[src/verilog/mailbox_pkg.sv]
`default_nettype none
package mailbox_pkg;

   localparam int unsigned HALF_W = 16;
   localparam int unsigned WORD_W = 32;

   // core register indices in the core's register space
   localparam logic [5:0] REG_DATA_HIGH = 6'h28;
   localparam logic [5:0] REG_DATA_LOW  = 6'h29;
   localparam int unsigned REG_ADDR_W   = 6;

   // positions in the external-state signal set
   localparam int unsigned EXT_STATE_W        = 8;
   localparam int unsigned EXT_STATE_BIT_SIX   = 6;
   localparam int unsigned EXT_STATE_BIT_SEVEN = 7;

   localparam logic        FLAG_RESET = 1'b0;
   localparam logic [15:0] HALF_RESET = 16'h0000;

endpackage

`default_nettype wire

[src/verilog/mailbox_half.sv]
`timescale 1ns/10ps
`default_nettype none

// one 16-bit slice of both directions of the mailbox
module mailbox_half #(
   parameter int unsigned WIDTH = 16
) (
   input  wire logic             clock_in,
   input  wire logic             rst_in,
   input  wire logic             host_wr_in,
   input  wire logic [WIDTH-1:0] host_data_in,
   input  wire logic             core_wr_in,
   input  wire logic [WIDTH-1:0] core_data_in,
   output logic      [WIDTH-1:0] inbound_out,
   output logic      [WIDTH-1:0] outbound_out
);

   typedef struct packed {
      logic [WIDTH-1:0] inbound;
      logic [WIDTH-1:0] outbound;
   } half_state_t;

   half_state_t state_q;
   half_state_t state_d;

   always_comb
   begin
      state_d = state_q;
      if (host_wr_in)
      begin
         state_d.inbound = host_data_in;
      end
      if (core_wr_in)
      begin
         state_d.outbound = core_data_in;
      end
   end

   always_ff @(posedge clock_in or posedge rst_in)
   begin
      if (rst_in)
      begin
         state_q <= '0;
      end
      else
      begin
         state_q <= state_d;
      end
   end

   assign inbound_out  = state_q.inbound;
   assign outbound_out = state_q.outbound;

endmodule

`default_nettype wire

[src/verilog/host_core_mailbox.sv]
// How it works
// - the 32-bit mailbox is two 16-bit core registers, high and low halves
// - host write loads inbound word; host read returns outbound word
// - inbound pending rises on host write, stays until core reads high half
// - core read of high half clears inbound pending
// - core write of high half sets outbound pending until host reads
// - host read of the mailbox clears outbound pending
// - inbound pending visible to core as external-state bit six
// - outbound pending visible to core as external-state bit seven
// - both pending flags are driven out as pins
// - low-half core accesses never change either flag
// - core software touches low half first, high half last
// - a nullified core read of high half still clears inbound pending
`timescale 1ns/10ps
`default_nettype none

module host_core_mailbox #(
   parameter int unsigned WORD_W = mailbox_pkg::WORD_W,
   parameter int unsigned HALF_W = mailbox_pkg::HALF_W,
   parameter int unsigned ADDR_W = mailbox_pkg::REG_ADDR_W,
   parameter int unsigned EXT_W  = mailbox_pkg::EXT_STATE_W
) (
   input  wire logic              clock_in,
   input  wire logic              rst_in,
   input  wire logic              mailbox_select_in,
   input  wire logic              host_wr_in,
   input  wire logic              host_rd_in,
   input  wire logic [WORD_W-1:0] host_wdata_in,
   output logic      [WORD_W-1:0] host_rdata_out,
   input  wire logic              core_wr_in,
   input  wire logic              core_rd_in,
   input  wire logic              core_nullified_in,
   input  wire logic [ADDR_W-1:0] core_addr_in,
   input  wire logic [HALF_W-1:0] core_wdata_in,
   output logic      [HALF_W-1:0] core_rdata_out,
   output logic      [EXT_W-1:0]  ext_state_out,
   output logic                   inbound_pending_pin_out,
   output logic                   outbound_pending_pin_out
);

   // the word splits into core-sized halves; index 0 is the low half
   localparam int unsigned HALVES = WORD_W / HALF_W;
   localparam int unsigned TOP    = HALVES - 1;

   typedef struct packed {
      logic              inbound_pending;
      logic              outbound_pending;
      logic [EXT_W-1:0]  ext_state;
      logic [WORD_W-1:0] host_rdata;
      logic [HALF_W-1:0] core_rdata;
   } top_state_t;

   top_state_t state_q;
   top_state_t state_d;

   logic [HALVES-1:0]             core_sel;
   logic [HALVES-1:0]             core_half_wr;
   logic [HALVES-1:0][HALF_W-1:0] in_half;
   logic [HALVES-1:0][HALF_W-1:0] out_half;
   logic                          host_wr;
   logic                          host_rd;
   logic                          core_wr_eff;
   logic                          inbound_take;
   logic                          inbound_consume;
   logic                          outbound_post;
   logic                          outbound_take;

   // core register index that reaches a given half
   function automatic logic [ADDR_W-1:0] half_index(
      input int unsigned half
   );
      if (half == 0)
      begin
         return ADDR_W'(mailbox_pkg::REG_DATA_LOW);
      end
      else
      begin
         return ADDR_W'(mailbox_pkg::REG_DATA_HIGH);
      end
   endfunction

   function automatic logic hits_index(
      input logic [ADDR_W-1:0] addr,
      input logic [ADDR_W-1:0] index
   );
      return addr == index;
   endfunction

   // a raise in the same cycle as a drop wins, so a fresh word is never lost
   function automatic logic next_flag(
      input logic current,
      input logic raise,
      input logic drop
   );
      logic result;
      result = current;
      if (drop)
      begin
         result = 1'b0;
      end
      if (raise)
      begin
         result = 1'b1;
      end
      return result;
   endfunction

   // external-state image of the two flags; all other bits read as zero
   function automatic logic [EXT_W-1:0] ext_state_of(
      input logic inbound,
      input logic outbound
   );
      logic [EXT_W-1:0] image;
      image = '0;
      image[mailbox_pkg::EXT_STATE_BIT_SIX]   = inbound;
      image[mailbox_pkg::EXT_STATE_BIT_SEVEN] = outbound;
      return image;
   endfunction

   // host side reaches the mailbox only while select is asserted
   assign host_wr = mailbox_select_in & host_wr_in;
   assign host_rd = mailbox_select_in & host_rd_in;
   // a nullified write stores nothing
   assign core_wr_eff = core_wr_in & ~core_nullified_in;

   // both halves are written together by a 32-bit host transfer
   for (genvar i = 0; i < HALVES; i++)
   begin : g_half
      assign core_sel[i]     = hits_index(core_addr_in, half_index(i));
      assign core_half_wr[i] = core_wr_eff & core_sel[i];

      mailbox_half #(
         .WIDTH(HALF_W)
      ) u_half (
         .clock_in     (clock_in),
         .rst_in       (rst_in),
         .host_wr_in   (host_wr),
         .host_data_in (host_wdata_in[i*HALF_W +: HALF_W]),
         .core_wr_in   (core_half_wr[i]),
         .core_data_in (core_wdata_in),
         .inbound_out  (in_half[i]),
         .outbound_out (out_half[i])
      );
   end

   // only the high half moves the flags; low half accesses pass data only
   assign inbound_take    = host_wr;
   // a nullified read still consumes the word, so such slots must be avoided
   assign inbound_consume = core_rd_in & core_sel[TOP];
   assign outbound_post   = core_half_wr[TOP];
   assign outbound_take   = host_rd;

   always_comb
   begin
      state_d = state_q;
      // the host sees the outbound word as it stands in the read cycle
      if (host_rd)
      begin
         state_d.host_rdata = out_half;
      end
      for (int unsigned i = 0; i < HALVES; i++)
      begin
         if (core_rd_in & core_sel[i])
         begin
            state_d.core_rdata = in_half[i];
         end
      end
      state_d.inbound_pending  = next_flag(state_q.inbound_pending,
                                           inbound_take,
                                           inbound_consume);
      state_d.outbound_pending = next_flag(state_q.outbound_pending,
                                           outbound_post,
                                           outbound_take);
      state_d.ext_state        = ext_state_of(state_d.inbound_pending,
                                              state_d.outbound_pending);
   end

   always_ff @(posedge clock_in or posedge rst_in)
   begin
      if (rst_in)
      begin
         state_q.inbound_pending  <= mailbox_pkg::FLAG_RESET;
         state_q.outbound_pending <= mailbox_pkg::FLAG_RESET;
         state_q.ext_state        <= '0;
         state_q.host_rdata       <= '0;
         state_q.core_rdata       <= HALF_W'(mailbox_pkg::HALF_RESET);
      end
      else
      begin
         state_q <= state_d;
      end
   end

   // host must poll this before writing again
   assign inbound_pending_pin_out  = state_q.inbound_pending;
   assign outbound_pending_pin_out = state_q.outbound_pending;
   assign host_rdata_out           = state_q.host_rdata;
   assign core_rdata_out           = state_q.core_rdata;
   assign ext_state_out            = state_q.ext_state;

endmodule

`default_nettype wire

[config.mk]
export PLATFORM = sky130hd
export DESIGN_NAME = host_core_mailbox
export DESIGN_NICKNAME = d
export VERILOG_FILES = /design/src/verilog/mailbox_pkg.sv /design/src/verilog/mailbox_half.sv /design/src/verilog/host_core_mailbox.sv
export SDC_FILE = /design/constraint.sdc
export NUM_CORES = 1
export LEC_CHECK = 0
export BUFFER_PORTS_ARGS = -buffer_cell sky130_fd_sc_hd__buf_2
export CAP_MARGIN = 10
export CORE_ASPECT_RATIO = 0.75
export CORE_UTILIZATION = 30
export CTS_CLUSTER_DIAMETER = 80
export CTS_CLUSTER_SIZE = 24
export DETAILED_ROUTE_END_ITERATION = 6
export GPL_TIMING_DRIVEN = 0
export PLACE_DENSITY_LB_ADDON = 0.2
export REMOVE_ABC_BUFFERS = 1
export SLEW_MARGIN = 0
export SYNTH_ARGS = -nofsm -noshare
export SYNTH_HDL_FRONTEND = slang
export SYNTH_SLANG_ARGS = --single-unit
export TNS_END_PERCENT = 10
[constraint.sdc]
create_clock -name clock_in -period 5.25 [get_ports clock_in]
set_input_delay 0.2625 -clock clock_in [delete_from_list [all_inputs] [get_ports clock_in]]
set_output_delay 0.2625 -clock clock_in [all_outputs]
set_load 0.01 [all_outputs]
==> run summary, run 1 <==
### GRT
* 0 — grt ovf
* 0 — antenna violations before repair
* 75 — largest net degree at the start of global routing
* 2833 — via count of the first global-routing pass
* 15.12 mm — first-pass GRT wire length
* 0.1326 — total routing usage reported by global routing

### Clock network
* 4 — total number of H-tree levels
* 2 — Longest Clk Path Bufs
* 114 — clock sink total
* yes — TritonCTS clock tree
* sky130_fd_sc_hd__clkbuf_16 — Clock Tree Root
* 0.41 ns — Skew-Pair Late Insertion Delay
* 17 — CTS buffer count
* 0.05 ns — clock-pin slew on the worst setup and hold paths

### Floorplanning
* 15620 sq um — Die Footprint
* 14600 sq um — Core Footprint
* 144 um — die extent in x
* 38 — number of standard-cell rows in the floorplan
* 0.3108 — effective utilization at floorplan
* 120 — number of placed I/O pins
* 108.5 um — vertical die dimension

### Logic synthesis
* 19 — Synth cell types
* 4537 sq um — Syn Std Cell Area
* 119 x sky130_fd_sc_hd__mux2_2, 114 x sky130_fd_sc_hd__dfrtp_1, 9 x sky130_fd_sc_hd__mux2_4 — most frequent cells after synthesis
* sky130_fd_sc_hd__dfrtp_1 63%, sky130_fd_sc_hd__mux2_2 30%, sky130_fd_sc_hd__mux2_4 3.0%, sky130_fd_sc_hd__buf_4 1.3%, sky130_fd_sc_hd__buf_1 0.50% — Synth area leaders
* 0.6288 — area share of the leading cell type in the synthesized netlist
* 1.000 — async set-or-reset flop fraction in the synthesized netlist
* sky130_fd_sc_hd__mux2_2 — cell with the most instances after synthesis
* 277 — Post-Syn Instances
* 0.6288 — register area share after synthesis
* 16.38 sq um — Avg Cell Area, Syn
* 0 — number of enable-type register cells in the synthesized netlist
* sky130_fd_sc_hd__dfrtp_1 — flip-flop cell with the highest count after synthesis
* 114 — number of storage elements in the synthesis netlist
* sky130_fd_sc_hd__dfrtp_1 — Yosys top cell by area
* 0 — number of warnings printed during yosys synthesis

### Pwr
* 0.2323 — switching fraction of total power
* 0.001891 W — internal power contribution
* 0.1916 mV — Max rail drop VDD
* 0.0005722 W — switching power
* 2.995 nW — cell leakage power
* 418.2 nW/um^2 — power per cell area
* 0.455 — clock share of power
* 0.425 — register share of total power
* 0.120 — combinational group share of total power

### Run status
* finished clean — result of the run

### Routing
* 0 — DRC violation count after routing
* 0 — Routed Antenna Nets
* 9.287 mm — aggregate routed wire length
* 4.320 — per-cell via count in the routed design
* 57 — iteration-0 DRC count of the detailed router
* 5 — number of search-and-repair iterations in the first detailed-routing pass
* 2631 — detailed-route via count
* 15.25 um — final routed wire length divided by cell count

### Critical path
* flip-flop — critical path endpoint category
* buf_2, or3b_4, or3b_1, mux2_4 — worst-path cell chain
* 4.24 ns — slack of the worst reg-to-reg path
* primary input to flip-flop — classification of the worst setup path
* g_half[0].u_half.inbound_out[12]$_DFFE_PP0P_ — R2R Path Start
* 2.06 ns — arrival time reported for the critical path endpoint
* 5.53 ns — Crit path required time
* core_rdata_out[12]$_DFFE_PP0P_ — destination of the worst register-to-register timing path
* sky130_fd_sc_hd__or3b_1 — Critical-path top delay cell
* 17 — worst-path maximum fanout
* primary input — startpoint class of the critical path
* 0.80 ns — largest stage delay on the critical path
* 2 — Worst Reg2Reg Path Length in Cells

### Layout
* 2853 sq um — Sequential Area
* 1382 — fillcell total
* 1583 sq um — area of the multi-input gates
* 0.6773 — share of cells above drive strength 1
* 29.81% — layout-stage area growth over the synthesis result
* 0.4035 — Final Core Density
* 459 — net total in the final layout
* 0 — number of inserted diodes

### Place
* 6.092 mm — half-perimeter wire length of the detailed placement result
* 113 — I/O Buffers
* 0.6738 — weighted congestion at the end of routability-driven global placement

### Timing
* 0 — number of slew-limit violations in the final report
* 0.004911 ns — setup skew after layout
* 0 — Finish-stage setup viols
* false — setup repair after global routing missed its margin
* 1.076 ns — slew at the pin with the worst max-slew slack
* 0 — Fin. Hold Viols
* 0.3376 — final period utilization
* 0 ns — setup tns final
* 564.2 MHz — f_max
* 1.772 ns — Final min period
* 0.2827 — Max-Slew Margin vs Limit

### Hold path
* g_half[0].u_half.inbound_out[0]$_DFFE_PP0P_ — Endpoint, Worst Hold
* host_wdata_in[0] — Worst Hold Launch
* primary input to flip-flop — worst min-delay path category
* 2 — Worst Hold Depth

### Run
* 0 — max-capacitance violation count

==> layer usage <==
| layer | GRT usage | wire, um | up-vias | part of all wire |
|---|---|---|---|---|
| met3 | 0.04517 | 336 | 10 | 0.036 |
| met5 | 0 | 0 | - | 0 |
| met1 | 0.1590 | 4195 | 1358 | 0.45 |
| li1 | - | - | 1205 | - |
| met2 | 0.2150 | 4602 | 58 | 0.50 |
| met4 | 0.06003 | 152 | 0 | 0.016 |
==> cell type report <==
class                      instances  area share
inverter                           1    0.001487
clock buffer                      22     0.08052
multi-input combinational        147      0.2687
timing repair buffer             116      0.1043
clock inverter                     9     0.01806
tap                              200     0.04249
sequential                       114      0.4844
==> layout by cell type (no fill, tap or decap), types with 2 or more instances in the layout <==
cell	count
sky130_fd_sc_hd__clkbuf_1	2
sky130_fd_sc_hd__clkinv_2	3
sky130_fd_sc_hd__buf_2	113
sky130_fd_sc_hd__bufinv_16	2
sky130_fd_sc_hd__clkbuf_16	17
sky130_fd_sc_hd__clkbuf_8	3
sky130_fd_sc_hd__mux2_2	119
sky130_fd_sc_hd__clkinvlp_4	3
sky130_fd_sc_hd__nand2_2	2
sky130_fd_sc_hd__mux2_4	9
sky130_fd_sc_hd__conb_1	6
sky130_fd_sc_hd__nand2_1	3
sky130_fd_sc_hd__dfrtp_1	114
==> stage by stage <==
step                      area (sq um)  total power (W)  setup slack (ns)  hold slack [ns]  std cells
after detailed placement          5299         0.001364             2.946           0.2998        577
after global routing              5889         0.002589             3.370          0.06512        609
after floorplan                   4434         0.001232             1.972           0.3995        262
after global placement            5250         0.001349            0.5846           0.4721        575
final                             5889         0.002463             3.478          0.08454        609
after CTS                         5889         0.002506             3.381          0.06634        609
==> repair_timing <==
item / in CTS / in global routing
hold buffers: 1 / 0
hold endpoints to repair: 40 / 0
resized for setup: 0 / 0
setup buffers: 0 / 0
setup endpoints to repair: 0 / 0
==> critical path, delay by kind of cell <==
kind,cells,cell delay (ns)
mux,1,0.47
buf+inv,1,0.11
simple gates,2,1.20
==> power by group through the flow <==
stage	Sequential, W	Clock, W	Combinational, W
2_1_floorplan	0.00108	0	0.000154
3_3_place_gp	0.00106	0	0.000293
3_5_place_dp	0.00106	0	0.000302
4_1_cts	0.00105	0.00115	0.000304
5_1_grt	0.00106	0.00120	0.000326
6_report	0.00105	0.00112	0.000295
==> registers in the layout, indices dropped and copies added (netlist names) <==
signal                      flops
core_rdata_out                 16
ext_state_out                   2
g_half.u_half.inbound_out      32
g_half.u_half.outbound_out     32
host_rdata_out                 32
==> worst max-delay path by stage <==
stage / from / endpoint / slack (ns) / cells after the start
2_1_floorplan: rst_in / core_rdata_out[0]$_DFFE_PP0P_ / 1.97 / 1
3_3_place_gp: rst_in / host_rdata_out[21]$_DFFE_PP0P_ / 0.58 / 2
3_5_place_dp: core_addr_in[0] / g_half[0].u_half.outbound_out[11]$_DFFE_PP0P_ / 2.95 / 4
4_1_cts: core_addr_in[0] / g_half[0].u_half.outbound_out[2]$_DFFE_PP0P_ / 3.38 / 4
5_1_grt: core_addr_in[0] / g_half[1].u_half.outbound_out[12]$_DFFE_PP0P_ / 3.37 / 3
6_report: core_addr_in[1] / g_half[1].u_half.outbound_out[0]$_DFFE_PP0P_ / 3.48 / 4
==> cells by family (layout without fill, tap and decap cells) <==
| family | count (synthesis) | count (layout) | share of synthesized area |
|---|---|---|---|
| mux | 128 | 128 | 0.3252 |
| flops | 114 | 114 | 0.6288 |
| buf+inv | 21 | 148 | 0.02758 |
| simple gates | 12 | 12 | 0.01600 |
| other cells | 1 | 6 | 0.0008266 |
| compound gates | 1 | 1 | 0.001655 |
No activity file was read; power rests on OpenSTA's default activity.
==> run 2: changes to the inputs <==
==> constraint.sdc (replaced) <==
create_clock -name clock_in -period 1.7 [get_ports clock_in]
set_input_delay 0.085 -clock clock_in [delete_from_list [all_inputs] [get_ports clock_in]]
set_output_delay 0.085 -clock clock_in [all_outputs]
set_load 0.01 [all_outputs]
==> run 2 against run 1 <==
Largest cell class unchanged. Clock-buffer cell count stayed put. Critical path type unchanged. Largest power group unchanged. Critical endpoint is now g_half[0].u_half.outbound_out[2]$_DFFE_PP0P_. Sequential power grew to 3.1 times the previous value. Core utilization is 3.3 points higher. Clock skew hardly changed. Power grew to 3.1 times the previous value.
==> run summary, run 2 (synthesized netlist as in run 1, its figures left out) <==
### Floorplanning
* 144 um — die extent in x, unchanged
* 38 — number of standard-cell rows in the floorplan, unchanged
* 108.5 um — vertical die dimension, unchanged
* 14600 sq um — Core Footprint, unchanged
* 0.3108 — effective utilization at floorplan, unchanged
* 120 — number of placed I/O pins, unchanged
* 15620 sq um — Die Footprint, unchanged

### GRT
* 0 — grt ovf, unchanged
* 0.2246 — met2 capacity usage during global routing, +0.009662
* 0 — antenna violations before repair, unchanged
* 3011 — via count of the first global-routing pass, +6.3%
* 0.1612 — global routing met1 resource utilization, +0.002243
* 0.04473 — GR met3 Demand/Resource, -0.0004429
* 0.1360 — total routing usage reported by global routing, +0.003384
* met2 — Most Used Layer, Global Route
* 15.61 mm — first-pass GRT wire length, +3.2%
* 75 — largest net degree at the start of global routing, unchanged

### Timing
* 0.9867 ns — slew at the pin with the worst max-slew slack, -0.08932 ns
* false — setup repair after global routing missed its margin
* 629.3 MHz — f_max
* 0 — Fin. Hold Viols, unchanged
* 0 — Finish-stage setup viols, unchanged
* 0.005316 ns — setup skew after layout, +0.0004056 ns
* 0.3415 — Max-Slew Margin vs Limit, +0.05884
* 0.1109 ns — post-layout worst setup margin, -3.367 ns
* 0 — number of slew-limit violations in the final report, unchanged
* 0 ns — setup tns final, unchanged
* 1.589 ns — Final min period
* 0.9348 — final period utilization

### Routing
* 0 — Routed Antenna Nets, unchanged
* 2783 — detailed-route via count, +5.8%
* 9.534 mm — aggregate routed wire length, +2.7%
* 4.236 — per-cell via count in the routed design, -2.0%
* 4 — number of search-and-repair iterations in the first detailed-routing pass, -1
* 48 — iteration-0 DRC count of the detailed router, -16%
* 14.51 um — final routed wire length divided by cell count, -4.8%
* 0 — DRC violation count after routing, unchanged

### Critical path
* 0.69 ns — slack of the worst reg-to-reg path, -3.55 ns
* primary input — startpoint class of the critical path
* g_half[0].u_half.inbound_out[12]$_DFFE_PP0P_ — R2R Path Start
* 19 — worst-path maximum fanout, +2
* 2 — Worst Reg2Reg Path Length in Cells, unchanged
* primary input to flip-flop — classification of the worst setup path
* 1.88 ns — arrival time reported for the critical path endpoint, -0.18 ns
* 1.99 ns — Crit path required time, -3.54 ns
* core_rdata_out[12]$_DFFE_PP0P_ — destination of the worst register-to-register timing path
* flip-flop — critical path endpoint category

### Run
* 0 — max-capacitance violation count, unchanged

### Clock network
* 4 — total number of H-tree levels, unchanged
* yes — TritonCTS clock tree
* 114 — clock sink total, unchanged
* 0.05 ns — clock-pin slew on the worst setup and hold paths, about the same
* 2 — Longest Clk Path Bufs, unchanged
* 0 — Post-CTS Repair Setup Buffers, unchanged
* sky130_fd_sc_hd__clkbuf_16 — Clock Tree Root
* 0.41 ns — Skew-Pair Late Insertion Delay, about the same
* 17 — CTS buffer count, unchanged

### Layout
* 0 — number of inserted diodes, unchanged
* 40.40% — layout-stage area growth over the synthesis result
* 119 x sky130_fd_sc_hd__mux2_2, 114 x sky130_fd_sc_hd__dfrtp_1, 113 x sky130_fd_sc_hd__buf_2, 49 x sky130_fd_sc_hd__dlygate4sd3_1, 17 x sky130_fd_sc_hd__clkbuf_16 — leading cell types in the layout, fill and taps excluded
* 0.6083 — share of cells above drive strength 1, -0.06895
* 507 — net total in the final layout, +10%
* sky130_fd_sc_hd__mux2_2 — most common cell after layout, fill and taps aside
* 6370 sq um — design area, +8.2%
* 1352 — fillcell total, -2.2%

### Place
* 5299 sq um — standard cell area after detailed placement, unchanged
* 6.092 mm — half-perimeter wire length of the detailed placement result, unchanged
* -0.4269 ns — minimum setup slack after placement, -3.373 ns
* 0.6738 — weighted congestion at the end of routability-driven global placement, unchanged
* 113 — I/O Buffers, unchanged

### Pwr
* 0.2317 — switching fraction of total power, -0.0006255
* 0.420 — register share of total power, -0.005
* 0.005911 W — internal power contribution, +210%
* 1208 nW/um^2 — power per cell area, +190%
* 0.130 — combinational group share of total power, +0.010
* 0.5946 mV — Max rail drop VDD, +210%
* 0.007694 W — post-route total power, +210%
* 0.450 — clock share of power, -0.005
* 3.196 nW — cell leakage power, +6.7%
* 0.001783 W — switching power, +210%

### Hold path
* ext_state_out[6]$_DFF_PP0_ — Endpoint, Worst Hold
* primary input to flip-flop — worst min-delay path category
* core_addr_in[2] — Worst Hold Launch
* 4 — Worst Hold Depth, +2

### Run status
* finished clean — result of the run

-- run 2: worst max path at each step --
| stage | to | slack [ns] | from | depth (start not counted) |
|---|---|---|---|---|
| after CTS | g_half[0].u_half.outbound_out[2]$_DFFE_PP0P_ | 0.008 | core_addr_in[0] | 4 |
| after floorplan | core_rdata_out[0]$_DFFE_PP0P_ | -1.40 | rst_in | 1 |
| final | g_half[0].u_half.outbound_out[2]$_DFFE_PP0P_ | 0.11 | core_addr_in[0] | 4 |
| after global routing | g_half[0].u_half.outbound_out[2]$_DFFE_PP0P_ | 0.0008 | core_addr_in[0] | 4 |
| after detailed placement | g_half[0].u_half.outbound_out[11]$_DFFE_PP0P_ | -0.43 | core_addr_in[0] | 4 |
| after global placement | host_rdata_out[21]$_DFFE_PP0P_ | -2.79 | rst_in | 2 |
-- run 2: power groups by stage --
stage / registers (W) / logic [W] / clock network, W
after detailed placement: 0.00328 / 0.000933 / 0
after global placement: 0.00326 / 0.000904 / 0
after floorplan: 0.00333 / 0.000475 / 0
after global routing: 0.00328 / 0.00110 / 0.00371
final: 0.00323 / 0.000998 / 0.00346
after CTS: 0.00324 / 0.00102 / 0.00356
-- run 2: critical path, cell delays in order --
cell                      delay [ns]
sky130_fd_sc_hd__buf_2          0.40
sky130_fd_sc_hd__nand4_1        0.71
sky130_fd_sc_hd__buf_6          0.39
sky130_fd_sc_hd__mux2_2         0.27
-- run 2: layout make-up --
cell class              count  area (sq um)  area share
clock buffers              22         474.2     0.07445
flip-flops and latches    114          2853      0.4478
inverters                   1         8.758    0.001375
well taps                 200         250.2     0.03929
repair buffers            164          1095      0.1719
multi-input cells         147          1583      0.2485
clock inverters             9         106.4     0.01670
-- run 2: metrics by stage --
step / instances / util / hold WS, ns
floorplan: 262 / - / 0.2220
global placement: 575 / 0.3597 / 0.3170
detailed placement: 577 / 0.3630 / 0.1223
CTS: 657 / 0.4364 / 0.02904
global route: 657 / 0.4364 / 0.05534
finish: 657 / 0.4364 / 0.05175
-- run 2: timing repair --
item,CTS,global route
hold buffers,49,0
endpoints found under the hold margin,104,0
gates resized for setup,0,1
endpoints found under the setup margin,0,1
-- run 2: routing by layer --
metal | vias to the layer above | routed length [um]
li1 | 1300 | -
met1 | 1418 | 4355
met2 | 54 | 4727
met3 | 11 | 300
met4 | 0 | 150
met5 | - | 0
==> run 3: changes to the inputs <==
--- a/config.mk
+++ b/config.mk
@@ -8,7 +8,7 @@
 export BUFFER_PORTS_ARGS = -buffer_cell sky130_fd_sc_hd__buf_2
 export CAP_MARGIN = 10
 export CORE_ASPECT_RATIO = 0.75
-export CORE_UTILIZATION = 30
+export CORE_UTILIZATION = 45
 export CTS_CLUSTER_DIAMETER = 80
 export CTS_CLUSTER_SIZE = 24
 export DETAILED_ROUTE_END_ITERATION = 6
==> run 3 against run 2 <==
Critical endpoint is now g_half[1].u_half.outbound_out[12]$_DFFE_PP0P_. Setup slack better by 0.043 ns. First-iteration DRC count rose by 110%. Global-route usage grew 4.8 points. Hold slack improved by 0.0042 ns. Sequential share of layout area grew 0.37 points. Non-clock buffer count increased by 1.
==> run summary, run 3 (synthesized netlist as in run 1, its figures left out) <==
### Floorplanning
* 117.9 um — die extent in x, -18%
* 120 — number of placed I/O pins, unchanged
* 88.96 um — vertical die dimension, -18%
* 31 — number of standard-cell rows in the floorplan, -18%
* 9736 sq um — Core Footprint, -33%
* 10490 sq um — Die Footprint, -33%
* 0.4660 — effective utilization at floorplan, +0.1552

### Place
* 5225 sq um — standard cell area after detailed placement, -1.4%
* 113 — I/O Buffers, unchanged
* 5.494 mm — half-perimeter wire length of the detailed placement result, -9.8%
* -0.5105 ns — minimum setup slack after placement, -0.08358 ns
* 0.7045 — weighted congestion at the end of routability-driven global placement, +4.6%

### Clock network
* sky130_fd_sc_hd__clkbuf_16 — Clock Tree Root
* yes — TritonCTS clock tree
* 17 — CTS buffer count, unchanged
* 114 — clock sink total, unchanged
* 0.40 ns — Skew-Pair Late Insertion Delay, about the same
* 2 — Longest Clk Path Bufs, unchanged
* 0 — Resized cells post-CTS, unchanged
* 0.05 ns — clock-pin slew on the worst setup and hold paths, about the same
* 4 — total number of H-tree levels, unchanged

### GRT
* 2946 — via count of the first global-routing pass, -2.2%
* 0 — antenna violations before repair, unchanged
* 0 — grt ovf, unchanged
* 14.50 mm — first-pass GRT wire length, -7.1%
* 64 — largest net degree at the start of global routing, -15%
* 0.1844 — total routing usage reported by global routing, +0.04841

### Timing
* 1.546 ns — Final min period, -0.04272 ns
* 0 — number of slew-limit violations in the final report, unchanged
* 0.006358 ns — setup skew after layout, +0.001042 ns
* 0 — Fin. Hold Viols, unchanged
* 0.9096 — final period utilization, -0.02513
* 646.7 MHz — f_max, +2.8%
* false — setup repair after global routing missed its margin
* 0 — Finish-stage setup viols, unchanged
* 0 ns — setup tns final, unchanged
* 0.3388 — Max-Slew Margin vs Limit, -0.002749
* 0.1536 ns — post-layout worst setup margin, +0.04272 ns
* 0.9918 ns — slew at the pin with the worst max-slew slack, +0.005184 ns

### Pwr
* 1228 nW/um^2 — power per cell area, +1.7%
* 0.7949 mV — Max rail drop VDD, +34%
* 0.007761 W — post-route total power, +0.87%
* 3.218 nW — cell leakage power, +0.67%

### Layout
* 6317 sq um — design area, -0.82%
* 0.6048 — share of cells above drive strength 1, -0.003512
* 742 — fillcell total, -45%
* 119 x sky130_fd_sc_hd__mux2_2, 114 x sky130_fd_sc_hd__dfrtp_1, 113 x sky130_fd_sc_hd__buf_2, 49 x sky130_fd_sc_hd__dlygate4sd3_1, 17 x sky130_fd_sc_hd__clkbuf_16 — leading cell types in the layout, fill and taps excluded
* 39.24% — layout-stage area growth over the synthesis result
* 0 — number of inserted diodes, unchanged
* 508 — net total in the final layout, +0.20%
* sky130_fd_sc_hd__mux2_2 — most common cell after layout, fill and taps aside

### Routing
* 4 — number of search-and-repair iterations in the first detailed-routing pass, unchanged
* 0 — Routed Antenna Nets, unchanged
* 103 — iteration-0 DRC count of the detailed router, +110%
* 8.792 mm — aggregate routed wire length, -7.8%
* 0 — DRC violation count after routing, unchanged
* 2802 — detailed-route via count, +0.68%
* 4.749 — per-cell via count in the routed design, +12%
* 14.90 um — final routed wire length divided by cell count, +2.7%

### Critical path
* 1.98 ns — Crit path required time, about the same
* primary input to flip-flop — classification of the worst setup path
* 0.77 ns — largest stage delay on the critical path, +0.06 ns
* buf_2, or3b_4, or3b_1, mux2_2 — worst-path cell chain
* 1 — Buf+Inv Stages, Crit Path, -1
* 1.82 ns — arrival time reported for the critical path endpoint, -0.06 ns
* primary input — startpoint class of the critical path
* sky130_fd_sc_hd__or3b_1 — Critical-path top delay cell
* 17 — worst-path maximum fanout, -2
* simple AND/OR/NAND/NOR gates — top cell family by delay on the critical path
* flip-flop — critical path endpoint category

### Run
* 0 — max-capacitance violation count, unchanged

### Run status
* finished clean — result of the run

### Hold path
* primary input to flip-flop — worst min-delay path category

## run 3: changes by cell type in the layout (fill, tap and decap cells not counted), sizes merged
cell / before / now
bufinv: 2 / 3
buf: 115 / 116
clkinvlp: 3 / 2
clkinv: 4 / 5
clkbuf: 22 / 21
## run 3: layer usage
| layer | global-route usage | vias to the layer above | wire [um] |
|---|---|---|---|
| li1 | - | 1303 | - |
| met3 | 0.06186 | 11 | 420 |
| met4 | 0.08858 | 0 | 117 |
| met5 | 0 | - | 0 |
| met1 | 0.2291 | 1410 | 4033 |
| met2 | 0.2963 | 78 | 4220 |
## run 3: per-stage QoR
step / util / hold WS, ns / cells
CTS: 0.6489 / 0.03470 / 590
finish: 0.6489 / 0.05592 / 590
floorplan: - / 0.2220 / 262
detailed placement: 0.5367 / 0.2224 / 509
global route: 0.6489 / 0.05441 / 590
global placement: 0.5305 / 0.3169 / 507
## run 3: power by group
| group | internal, W | switching [W] | leakage [nW] |
|---|---|---|---|
| Sequential | 0.00307 | 0.000163 | 1.48 |
| Combinational | 0.000595 | 0.000410 | 1.45 |
| Clock | 0.00236 | 0.00116 | 0.289 |
| Total | 0.00602 | 0.00174 | 3.22 |
## run 3: layout make-up
type | instances | area (sq um) | area share
repair buffers | 165 | 1119 | 0.1771
well taps | 132 | 165.2 | 0.02614
inverters | 1 | 6.256 | 0.0009903
clock buffers | 21 | 460.4 | 0.07289
multi-input cells | 147 | 1580 | 0.2501
flip-flops and latches | 114 | 2853 | 0.4516
clock inverters | 10 | 133.9 | 0.02119
## run 3: worst reg2reg max path: stages, from the launching register on
cell                      delay (ns)
sky130_fd_sc_hd__dfrtp_1        0.37
sky130_fd_sc_hd__mux2_2         0.27
sky130_fd_sc_hd__mux2_2         0.27
## run 3: path summary, 6_finish.rpt
path,start,end,slack [ns],cells after the start
max,core_addr_in[1],g_half[1].u_half.outbound_out[12]$_DFFE_PP0P_,0.15,4
min,core_addr_in[2],ext_state_out[6]$_DFF_PP0_,0.06,4
max reg2reg,g_half[0].u_half.inbound_out[3]$_DFFE_PP0P_,core_rdata_out[3]$_DFFE_PP0P_,0.67,2
min reg2reg,ext_state_out[7]$_DFF_PP0_,ext_state_out[7]$_DFF_PP0_,0.49,2
max in group asynchronous,rst_in,host_rdata_out[14]$_DFFE_PP0P_,0.64,4
min in group asynchronous,rst_in,g_half[0].u_half.inbound_out[3]$_DFFE_PP0P_,0.34,3
## run 3: what timing repair did
| action | in CTS | in global routing |
|---|---|---|
| setup endpoints to repair | 16 | 0 |
| endpoints found under the hold margin | 115 | 0 |
| buffers inserted | 1 | 0 |
| hold buffers | 49 | 0 |
